===== src/hdl/msgp_pkg.sv =====
package msgp_pkg;

	// ----------------------------------------------------------------
	// Register indices (byte address = index * 4)
	// ----------------------------------------------------------------
	localparam logic [7:0] IDX_FIRST_PORT_DATA  = 8'h05;
	localparam logic [7:0] IDX_FIRST_PORT_DIR   = 8'h85;
	localparam logic [7:0] IDX_ANALOG_PIN_SEL   = 8'h9D;
	localparam logic [7:0] IDX_SECOND_PORT_DATA = 8'h06;
	localparam logic [7:0] IDX_SECOND_PORT_DIR  = 8'h86;
	localparam logic [7:0] IDX_PULLUP_MASK      = 8'h95;
	localparam logic [7:0] IDX_CHANGE_IRQ_MASK  = 8'h96;
	localparam logic [7:0] IDX_INT_CONTROL      = 8'h0B;
	localparam logic [7:0] IDX_OPTION_CTRL      = 8'h81;
	localparam logic [7:0] IDX_CLOCK_CFG        = 8'h8F;

	// ----------------------------------------------------------------
	// Field positions and reset values
	// ----------------------------------------------------------------
	localparam int         ANALOG_PIN_SELECT_BITS        = 6;
	localparam int         FIRST_ANA_PINS    = 4;
	localparam int         CHG_FLAG_BIT      = 0;
	localparam int         CHG_EN_BIT        = 3;
	localparam int         PULLUP_OFF_BIT    = 7;
	localparam int         OSC_PINS_BIT      = 0;
	localparam int         ODRAIN_PIN        = 4;
	localparam int         INPUT_ONLY_PIN    = 5;
	localparam int         OSC_OUT_PIN       = 6;
	localparam int         OSC_IN_PIN        = 7;
	localparam logic [7:0] RST_DIR           = 8'hFF;
	localparam logic [5:0] RST_ANALOG_PIN_SELECT         = 6'h3F;
	localparam logic [7:0] RST_FIRST_LAT_POR = 8'h00;
	localparam logic [3:0] LOW_NIBBLE_CLR    = 4'h0;
	localparam logic [7:0] RST_OPTION        = 8'hFF;
	localparam logic [7:0] RST_ZERO          = 8'h00;
	localparam logic [31:0] BUS_ZERO         = 32'h0000_0000;

	// Per-pin controls of one port travel together
	typedef struct packed {
		logic [7:0] out;
		logic [7:0] oe;
	} msgp_pins_t;

endpackage


===== src/hdl/msgp_gpio.sv =====
// The APB register port was chosen for this implementation.
module msgp_gpio
	import msgp_pkg::*;
#(
	parameter int PORT_W = 8
)
(
	input  wire logic        core_clk,       // Core clock, 125 MHz
	input  wire logic        rst_b,          // Async reset, active low
	input  wire logic        por_b,          // Power-on/brown-out, low
	input  wire logic        psel,           // APB select
	input  wire logic        penable,        // APB access phase
	input  wire logic        pwrite,         // APB direction
	input  wire logic [11:0] paddr,          // APB byte address
	input  wire logic [31:0] pwdata,         // APB write data
	output logic      [31:0] prdata,         // APB read data
	output logic             pready,         // APB ready
	output logic             pslverr,        // APB error
	input  wire logic [7:0]  first_pin_in,   // First-port pin levels
	output logic      [7:0]  first_pin_out,  // First-port drive value
	output logic      [7:0]  first_pin_oe,   // First-port drive enable
	input  wire logic [7:0]  second_pin_in,  // Second-port pin levels
	output logic      [7:0]  second_pin_out, // Second-port drive value
	output logic      [7:0]  second_pin_oe,  // Second-port drive enable
	output logic      [7:0]  pullup_en,      // Weak pull-up enables
	output logic      [5:0]  analog_sel,     // Analog mode per pin
	output logic             timer_ext_clock_in, // Timer clock feed
	output logic             osc_pins_en,    // Pins 6,7 to oscillator
	output logic             change_irq,     // Port-change request
	output logic             wake_req        // Wake from sleep
);

	// ----------------------------------------------------------------
	// Parameter check
	// ----------------------------------------------------------------
	// eight bits
	if (PORT_W != 8)
	begin : g_bad_width
		$error("msgp_gpio supports only eight-bit ports");
	end

	// ----------------------------------------------------------------
	// Registers
	// ----------------------------------------------------------------
	logic [7:0] first_lat_reg;
	logic [3:0] first_hi_reg;
	logic [3:0] first_lo_reg;
	logic [7:0] first_dir_reg;
	logic [5:0] analog_pin_select_reg;
	logic [7:0] second_lat_reg;
	logic [7:0] second_dir_reg;
	logic [7:0] pullup_mask_reg;
	logic [7:0] chg_mask_reg;
	logic [7:0] option_reg;
	logic       chg_en_reg;
	logic       chg_flag_reg;
	logic       osc_reg;
	logic [7:0] chg_snap_reg;

	logic [7:0] first_rd;
	logic [7:0] second_rd;
	logic [7:0] mismatch;
	logic [7:0] widx;
	logic       acc;
	logic       wr;
	logic       rd;
	logic       hit;
	logic [7:0] rdata_next;
	msgp_pins_t first_drv;
	msgp_pins_t second_drv;

	assign widx = paddr[9:2];
	assign acc  = psel && penable;
	assign wr   = acc && pwrite;
	assign rd   = acc && !pwrite;

	// ----------------------------------------------------------------
	// Pin read path with analog masking
	// ----------------------------------------------------------------
	// select mapping
	always_comb
	begin
		first_rd  = first_pin_in;
		second_rd = second_pin_in;
		for (int i = 0; i < FIRST_ANA_PINS; i++)
		begin
			if (analog_pin_select_reg[i])
				first_rd[i] = 1'b0;
		end
		for (int i = FIRST_ANA_PINS; i < ANALOG_PIN_SELECT_BITS; i++)
		begin
			if (analog_pin_select_reg[i])
				second_rd[i - FIRST_ANA_PINS] = 1'b1;
		end
		// Oscillator-owned pins give no port value
		if (osc_reg)
		begin
			first_rd[OSC_OUT_PIN] = 1'b0;
			first_rd[OSC_IN_PIN]  = 1'b0;
		end
	end

	// ----------------------------------------------------------------
	// Pin drive logic, one entry per pin
	// ----------------------------------------------------------------
	// direction drive
	// pull-up gating
	// One assignment per bit, so no two processes share a variable
	genvar g;
	for (g = 0; g < 8; g++)
	begin : g_pin
		assign second_drv.out[g] = second_lat_reg[g];
		assign second_drv.oe[g]  = !second_dir_reg[g];
		assign first_drv.out[g]  = (g == ODRAIN_PIN) ? 1'b0
			: first_lat_reg[g];
		assign first_drv.oe[g]   = (g == INPUT_ONLY_PIN) ? 1'b0
			: ((g == OSC_OUT_PIN || g == OSC_IN_PIN) && osc_reg) ? 1'b0
			: (g == ODRAIN_PIN) ? (!first_dir_reg[g] && !first_lat_reg[g])
			: !first_dir_reg[g];
	end

	assign mismatch = (second_rd ^ chg_snap_reg) & chg_mask_reg
		& second_dir_reg;

	// ----------------------------------------------------------------
	// Registered pin outputs
	// ----------------------------------------------------------------
	// pull-ups off
	always_ff @(posedge core_clk or negedge rst_b)
	begin
		if (!rst_b)
		begin
			first_pin_out  <= RST_ZERO;
			first_pin_oe   <= RST_ZERO;
			second_pin_out <= RST_ZERO;
			second_pin_oe  <= RST_ZERO;
			pullup_en      <= RST_ZERO;
			analog_sel     <= RST_ANALOG_PIN_SELECT;
			timer_ext_clock_in <= 1'b0;
			osc_pins_en    <= 1'b0;
		end
		else
		begin
			first_pin_out  <= first_drv.out;
			first_pin_oe   <= first_drv.oe;
			second_pin_out <= second_drv.out;
			second_pin_oe  <= second_drv.oe;
			pullup_en      <= option_reg[PULLUP_OFF_BIT] ? RST_ZERO
				: (pullup_mask_reg & second_dir_reg);
			analog_sel     <= analog_pin_select_reg;
			// Schmitt input feeds the timer regardless of direction
			timer_ext_clock_in <= first_pin_in[ODRAIN_PIN];
			osc_pins_en    <= osc_reg;
		end
	end

	// ----------------------------------------------------------------
	// First-port latch and direction
	// ----------------------------------------------------------------
	// reset values
	always_ff @(posedge core_clk or negedge rst_b)
	begin
		if (!rst_b)
		begin
			first_lo_reg  <= LOW_NIBBLE_CLR;
			first_dir_reg <= RST_DIR;
		end
		else if (!por_b)
		begin
			first_lo_reg  <= RST_FIRST_LAT_POR[3:0];
			first_dir_reg <= RST_DIR;
		end
		else if (wr && widx == IDX_FIRST_PORT_DATA)
			first_lo_reg <= pwdata[3:0];
		else if (wr && widx == IDX_FIRST_PORT_DIR)
			first_dir_reg <= pwdata[7:0];
	end

	// Upper half has no general reset, so it keeps its value there;
	// only power-on clears it, the one case where it may be anything
	always_ff @(posedge core_clk)
	begin
		if (!por_b)
			first_hi_reg <= RST_FIRST_LAT_POR[7:4];
		else if (wr && widx == IDX_FIRST_PORT_DATA)
			first_hi_reg <= pwdata[7:4];
	end

	// Whole latch as the pin drivers see it
	assign first_lat_reg = {first_hi_reg, first_lo_reg};

	// ----------------------------------------------------------------
	// Analog select and configuration
	// ----------------------------------------------------------------
	// power-on analog
	always_ff @(posedge core_clk or negedge rst_b)
	begin
		if (!rst_b)
		begin
			analog_pin_select_reg       <= RST_ANALOG_PIN_SELECT;
			second_dir_reg  <= RST_DIR;
			second_lat_reg  <= RST_ZERO;
			pullup_mask_reg <= RST_ZERO;
			chg_mask_reg    <= RST_ZERO;
			option_reg      <= RST_OPTION;
			chg_en_reg      <= 1'b0;
			osc_reg         <= 1'b0;
		end
		else if (!por_b)
		begin
			analog_pin_select_reg  <= RST_ANALOG_PIN_SELECT;
			option_reg <= RST_OPTION;
		end
		else if (wr)
		begin
			case (widx)
				IDX_ANALOG_PIN_SEL:   analog_pin_select_reg <= pwdata[5:0];
				IDX_SECOND_PORT_DATA: second_lat_reg <= pwdata[7:0];
				IDX_SECOND_PORT_DIR:  second_dir_reg <= pwdata[7:0];
				IDX_PULLUP_MASK:      pullup_mask_reg <= pwdata[7:0];
				IDX_CHANGE_IRQ_MASK:  chg_mask_reg <= pwdata[7:0];
				IDX_OPTION_CTRL:      option_reg <= pwdata[7:0];
				IDX_INT_CONTROL:      chg_en_reg <= pwdata[CHG_EN_BIT];
				IDX_CLOCK_CFG:        osc_reg <= pwdata[OSC_PINS_BIT];
				default:              chg_en_reg <= chg_en_reg;
			endcase
		end
	end

	// ----------------------------------------------------------------
	// Change detect
	// ----------------------------------------------------------------
	// snapshot reload
	always_ff @(posedge core_clk or negedge rst_b)
	begin
		if (!rst_b)
			chg_snap_reg <= RST_ZERO;
		else if (acc && widx == IDX_SECOND_PORT_DATA)
			chg_snap_reg <= second_rd;
	end

	always_ff @(posedge core_clk or negedge rst_b)
	begin
		if (!rst_b)
			chg_flag_reg <= 1'b0;
		else if (|mismatch)
			chg_flag_reg <= 1'b1;
		else if (wr && widx == IDX_INT_CONTROL)
			chg_flag_reg <= pwdata[CHG_FLAG_BIT];
	end

	always_ff @(posedge core_clk or negedge rst_b)
	begin
		if (!rst_b)
		begin
			change_irq <= 1'b0;
			wake_req   <= 1'b0;
		end
		else
		begin
			change_irq <= chg_flag_reg && chg_en_reg;
			wake_req   <= chg_flag_reg && chg_en_reg;
		end
	end

	// ----------------------------------------------------------------
	// APB read data, zero wait states
	// ----------------------------------------------------------------
	always_comb
	begin
		hit        = 1'b1;
		rdata_next = RST_ZERO;
		case (widx)
			IDX_FIRST_PORT_DATA:  rdata_next = first_rd;
			IDX_FIRST_PORT_DIR:   rdata_next = first_dir_reg;
			IDX_ANALOG_PIN_SEL:   rdata_next = {2'b00, analog_pin_select_reg};
			IDX_SECOND_PORT_DATA: rdata_next = second_rd;
			IDX_SECOND_PORT_DIR:  rdata_next = second_dir_reg;
			IDX_PULLUP_MASK:      rdata_next = pullup_mask_reg;
			IDX_CHANGE_IRQ_MASK:  rdata_next = chg_mask_reg;
			IDX_OPTION_CTRL:      rdata_next = option_reg;
			IDX_INT_CONTROL:      rdata_next = {4'h0, chg_en_reg, 2'b00,
				chg_flag_reg};
			IDX_CLOCK_CFG:        rdata_next = {7'h00, osc_reg};
			default:              hit = 1'b0;
		endcase
		if (paddr[11:10] != 2'b00 || paddr[1:0] != 2'b00)
			hit = 1'b0;
	end

	// Answer registered in setup, so access ends in one cycle
	always_ff @(posedge core_clk or negedge rst_b)
	begin
		if (!rst_b)
		begin
			prdata  <= BUS_ZERO;
			pready  <= 1'b0;
			pslverr <= 1'b0;
		end
		else
		begin
			pready  <= psel && !penable;
			pslverr <= psel && !penable && !hit;
			prdata  <= (psel && !penable && !pwrite && hit)
				? {24'h000000, rdata_next} : BUS_ZERO;
		end
	end

	logic unused_rd;
	assign unused_rd = rd;

endmodule


===== config.mk =====
export PLATFORM = sky130hd
export DESIGN_NAME = msgp_gpio
export DESIGN_NICKNAME = d
export VERILOG_FILES = /design/src/hdl/msgp_pkg.sv /design/src/hdl/msgp_gpio.sv
export SDC_FILE = /design/constraint.sdc
export NUM_CORES = 1
export LEC_CHECK = 0
export BUFFER_PORTS_ARGS = -buffer_cell sky130_fd_sc_hd__buf_4
export CORE_MARGIN = 2
export CORE_UTILIZATION = 25
export CTS_CLUSTER_SIZE = 12
export DETAILED_ROUTE_END_ITERATION = 10
export HOLD_SLACK_MARGIN = 0.15
export PLACE_DENSITY = 0.55
export SLEW_MARGIN = 40
export SYNTH_ARGS = -nofsm -noshare
export SYNTH_HDL_FRONTEND = slang
export SYNTH_SLANG_ARGS = --single-unit

===== constraint.sdc =====
create_clock -name core_clk -period 1.1 [get_ports core_clk]
set_input_delay 0.055 -clock core_clk [delete_from_list [all_inputs] [get_ports core_clk]]
set_output_delay 0.055 -clock core_clk [all_outputs]
set_load 0.02 [all_outputs]

==> reports/results.ini <==
[routing]
firstDrtPassIters = 4
vias_per_cell = 4.38
drc = 0
drt_iter0_markers = 243
detail-route-antenna-nets = 0
wire_per_inst_um = 16.8
wl_um = 16600
vias = 4319

[global_routing]
grt_start_max_net_pins = 63
use_met1_pct = 19.7
grt_remaining_overflow = 0
grt_util_met2_pct = 22.9
grt_first_pass_wirelength_um = 25800
grtUsageTotal_pct = 14.5
antenna_found_initial = 0
use_met3_pct = 3.44
grt_pass1_vias = 4346
top_usage_layer = met2

[logic_synthesis]
synth_top_area_share_pct = 40.7
yosys_warnings = 0
ys_types = 53
synth-seq-area-share_pct = 59.2
synth-adder-area-share_pct = 0
synthSimpleGateAreaFrac_pct = 14.8
synthTopCellsByArea = dfrtp_1 41%, dfstp_2 17%, mux2_2 8.1%
syn_inst = 482
ys_ff_latch = 130
synth_top_family_by_area = simple AND/OR/NAND/NOR gates
synth-compound-area-share_pct = 8.61
synth_edf_count = 0
synthMuxAreaShare_pct = 9.41
synth_ff_type = dfrtp_1
synth_top_cell_by_area = dfrtp_1
synth_xor_area_share_pct = 1.42
synth_area_sq_um = 5530
synthArstFlopShare_pct = 96.9
avgSynthCellArea_sq_um = 11.5

[worst_setup_path]
crit_family = flip-flops
critPathArrivalTime_ps = 1580
critical_path.max_fanout = 2
cp_slowest_cell = dfrtp_1
required_ps = 1380
path_buf_inv = 0
crit_path_start_kind = flop
slowest_delay_ps = 390
end_kind = flop
path_common_cell = nand4_1
critical_path_class = flop to flop
crit_chain = xor2_1 > nand3_1 > nand4_1 > a311oi_2 > nand4_1

[floorplanning]
die_h_um = 153
die_w_um = 153
core_region_area_sq_um = 21800
initial_core_util_pct = 25.4
io_pins = 150
die_area_sq_um = 23300
rows = 54

[timing]
fin_setup_tns_ps = -557
skew_ps = 5.07
drv_slew = 0
post-route-period-util_pct = 119
final-setup-viol-count = 7
rsz0062_at_grt = true
holdWs_ps = 47.9
fmax_mhz = 766
layout_min_cycle_time_ps = 1310
hold_violations = 0
fin_ws_ps = -205

[job]
maxCapViolCount = 0

[final_layout]
area_growth_pct = 51.5
antenna_cells = 0
nets = 760
layout.cells.most_common = buf_4
mostFrequentLayoutCells = 177 x buf_4, 90 x dfrtp_1, 57 x nand2_1
drive_gt1_share_pct = 49.2
stdcell_area_sq_um = 8380
instances_no_fill = 987

[placement]
place_congestion = 0.829
place.port_buffers = 99
dpl.hpwl_um = 11800
placed_area_sq_um = 7270
dp.cells = 923

[clocking]
clock_sinks = 130
numCtsBuffers = 17
hold_buffers = 25
cts_root_buf = clkbuf_16
cts_buffer_depth = 2
clk_pin_slew_ps = 60
clk_latency_ps = 410
cts_tree = built
htreeDepth = 4

[pwr]
ir_drop_v = 0.000852
p_leak_nw = 3.97
power_density_nw_per_um2 = 1410
p_total_w = 0.0118

[hold_path]
hold_class = input port to flop

[outcome]
violations = setup timing
status = finished with violations

==> per-stage QoR <==
stage	setup WS, ps	util, %
floorplan	-338	-
global placement	-443	33.4
detailed placement	-494	33.4
CTS	-220	38.0
global route	-260	38.5
finish	-205	38.5
==> worst reg2reg max path: cells and delay by family, from the launching register on <==
family	cells	cell delay [ps]
AOI/OAI and AO/OA	1	260
xor gates and xnor gates	1	140
DFF	1	390
and+or+nand+nor	3	370
==> report_power, final <==
group | leakage (nW) | total, W | switching (W) | internal (W)
clock network | 0.305 | 0.00610 | 0.00212 | 0.00398
logic | 2.05 | 0.000901 | 0.000518 | 0.000383
registers | 1.62 | 0.00484 | 0.0000194 | 0.00482
total | 3.97 | 0.0118 | 0.00266 | 0.00918
==> per-layer routing <==
| metal | routed length [um] | part of all wire [%] |
|---|---|---|
| met3 | 808 | 4.9 |
| met1 | 7620 | 46 |
| met2 | 7940 | 48 |
| met4 | 233 | 1.4 |
| met5 | 0 | 0 |
==> cell type report <==
class,count,area [sq um]
Timing Repair Buffer,217,1790
Tap cell,280,350
Fill cell,2155,13400
Inverter,15,56.3
Multi-Input combinational cell,313,2260
Clock inverter,12,178
Sequential cell,130,3280
Clock buffer,20,467
==> cells by family after synthesis <==
| kind of cell | after synthesis |
|---|---|
| xor gates and xnor gates | 9 |
| AOI/OAI and AO/OA | 65 |
| DFF | 130 |
| muxes | 47 |
| other | 1 |
| buffers and inverters | 64 |
| and+or+nand+nor | 166 |
==> synthesized netlist by cell type, types with 2 or more instances <==
cell      instances
clkbuf_1         12
o211ai_1          5
buf_4            28
nand4_1           3
nand3_1          41
mux2i_1           7
mux2_2           40
dfxtp_1           4
a221oi_1          5
nor2b_1           2
xnor2_1           3
a21oi_1          12
a31oi_1           3
a32o_1            4
o22ai_1           5
nor3_1            2
dfrtp_1          90
and2_1            5
a22oi_1           9
buf_2             8
dfstp_2          36
nor3b_1           3
o21ai_0           3
and3_1            3
nor2_1           28
a22o_1           13
nand2b_1          3
xor2_1            6
nand2_1          61
inv_1            15
==> path summary, 6_finish.rpt <==
check	startpoint	end	slack, ps	cells after the start
setup / recovery	chg_snap_reg[2]	chg_flag_reg	-210	5
hold / removal	penable	pready	50	4
setup reg to reg	chg_snap_reg[2]	chg_flag_reg	-210	5
hold reg to reg	first_hi_reg[3]	first_pin_out[7]	350	0
max in group asynchronous	rst_b	analog_pin_select_reg[0]	520	3
min in group asynchronous	rst_b	pullup_mask_reg[1]	200	3
==> what timing repair did <==
item / CTS / global route
pin swaps: 7 / 10
hold endpoints to repair: 210 / 4
buffers inserted: 1 / 6
gates resized for setup: 22 / 17
setup endpoints to repair: 20 / 34
Power figures use the tool's default switching activity.
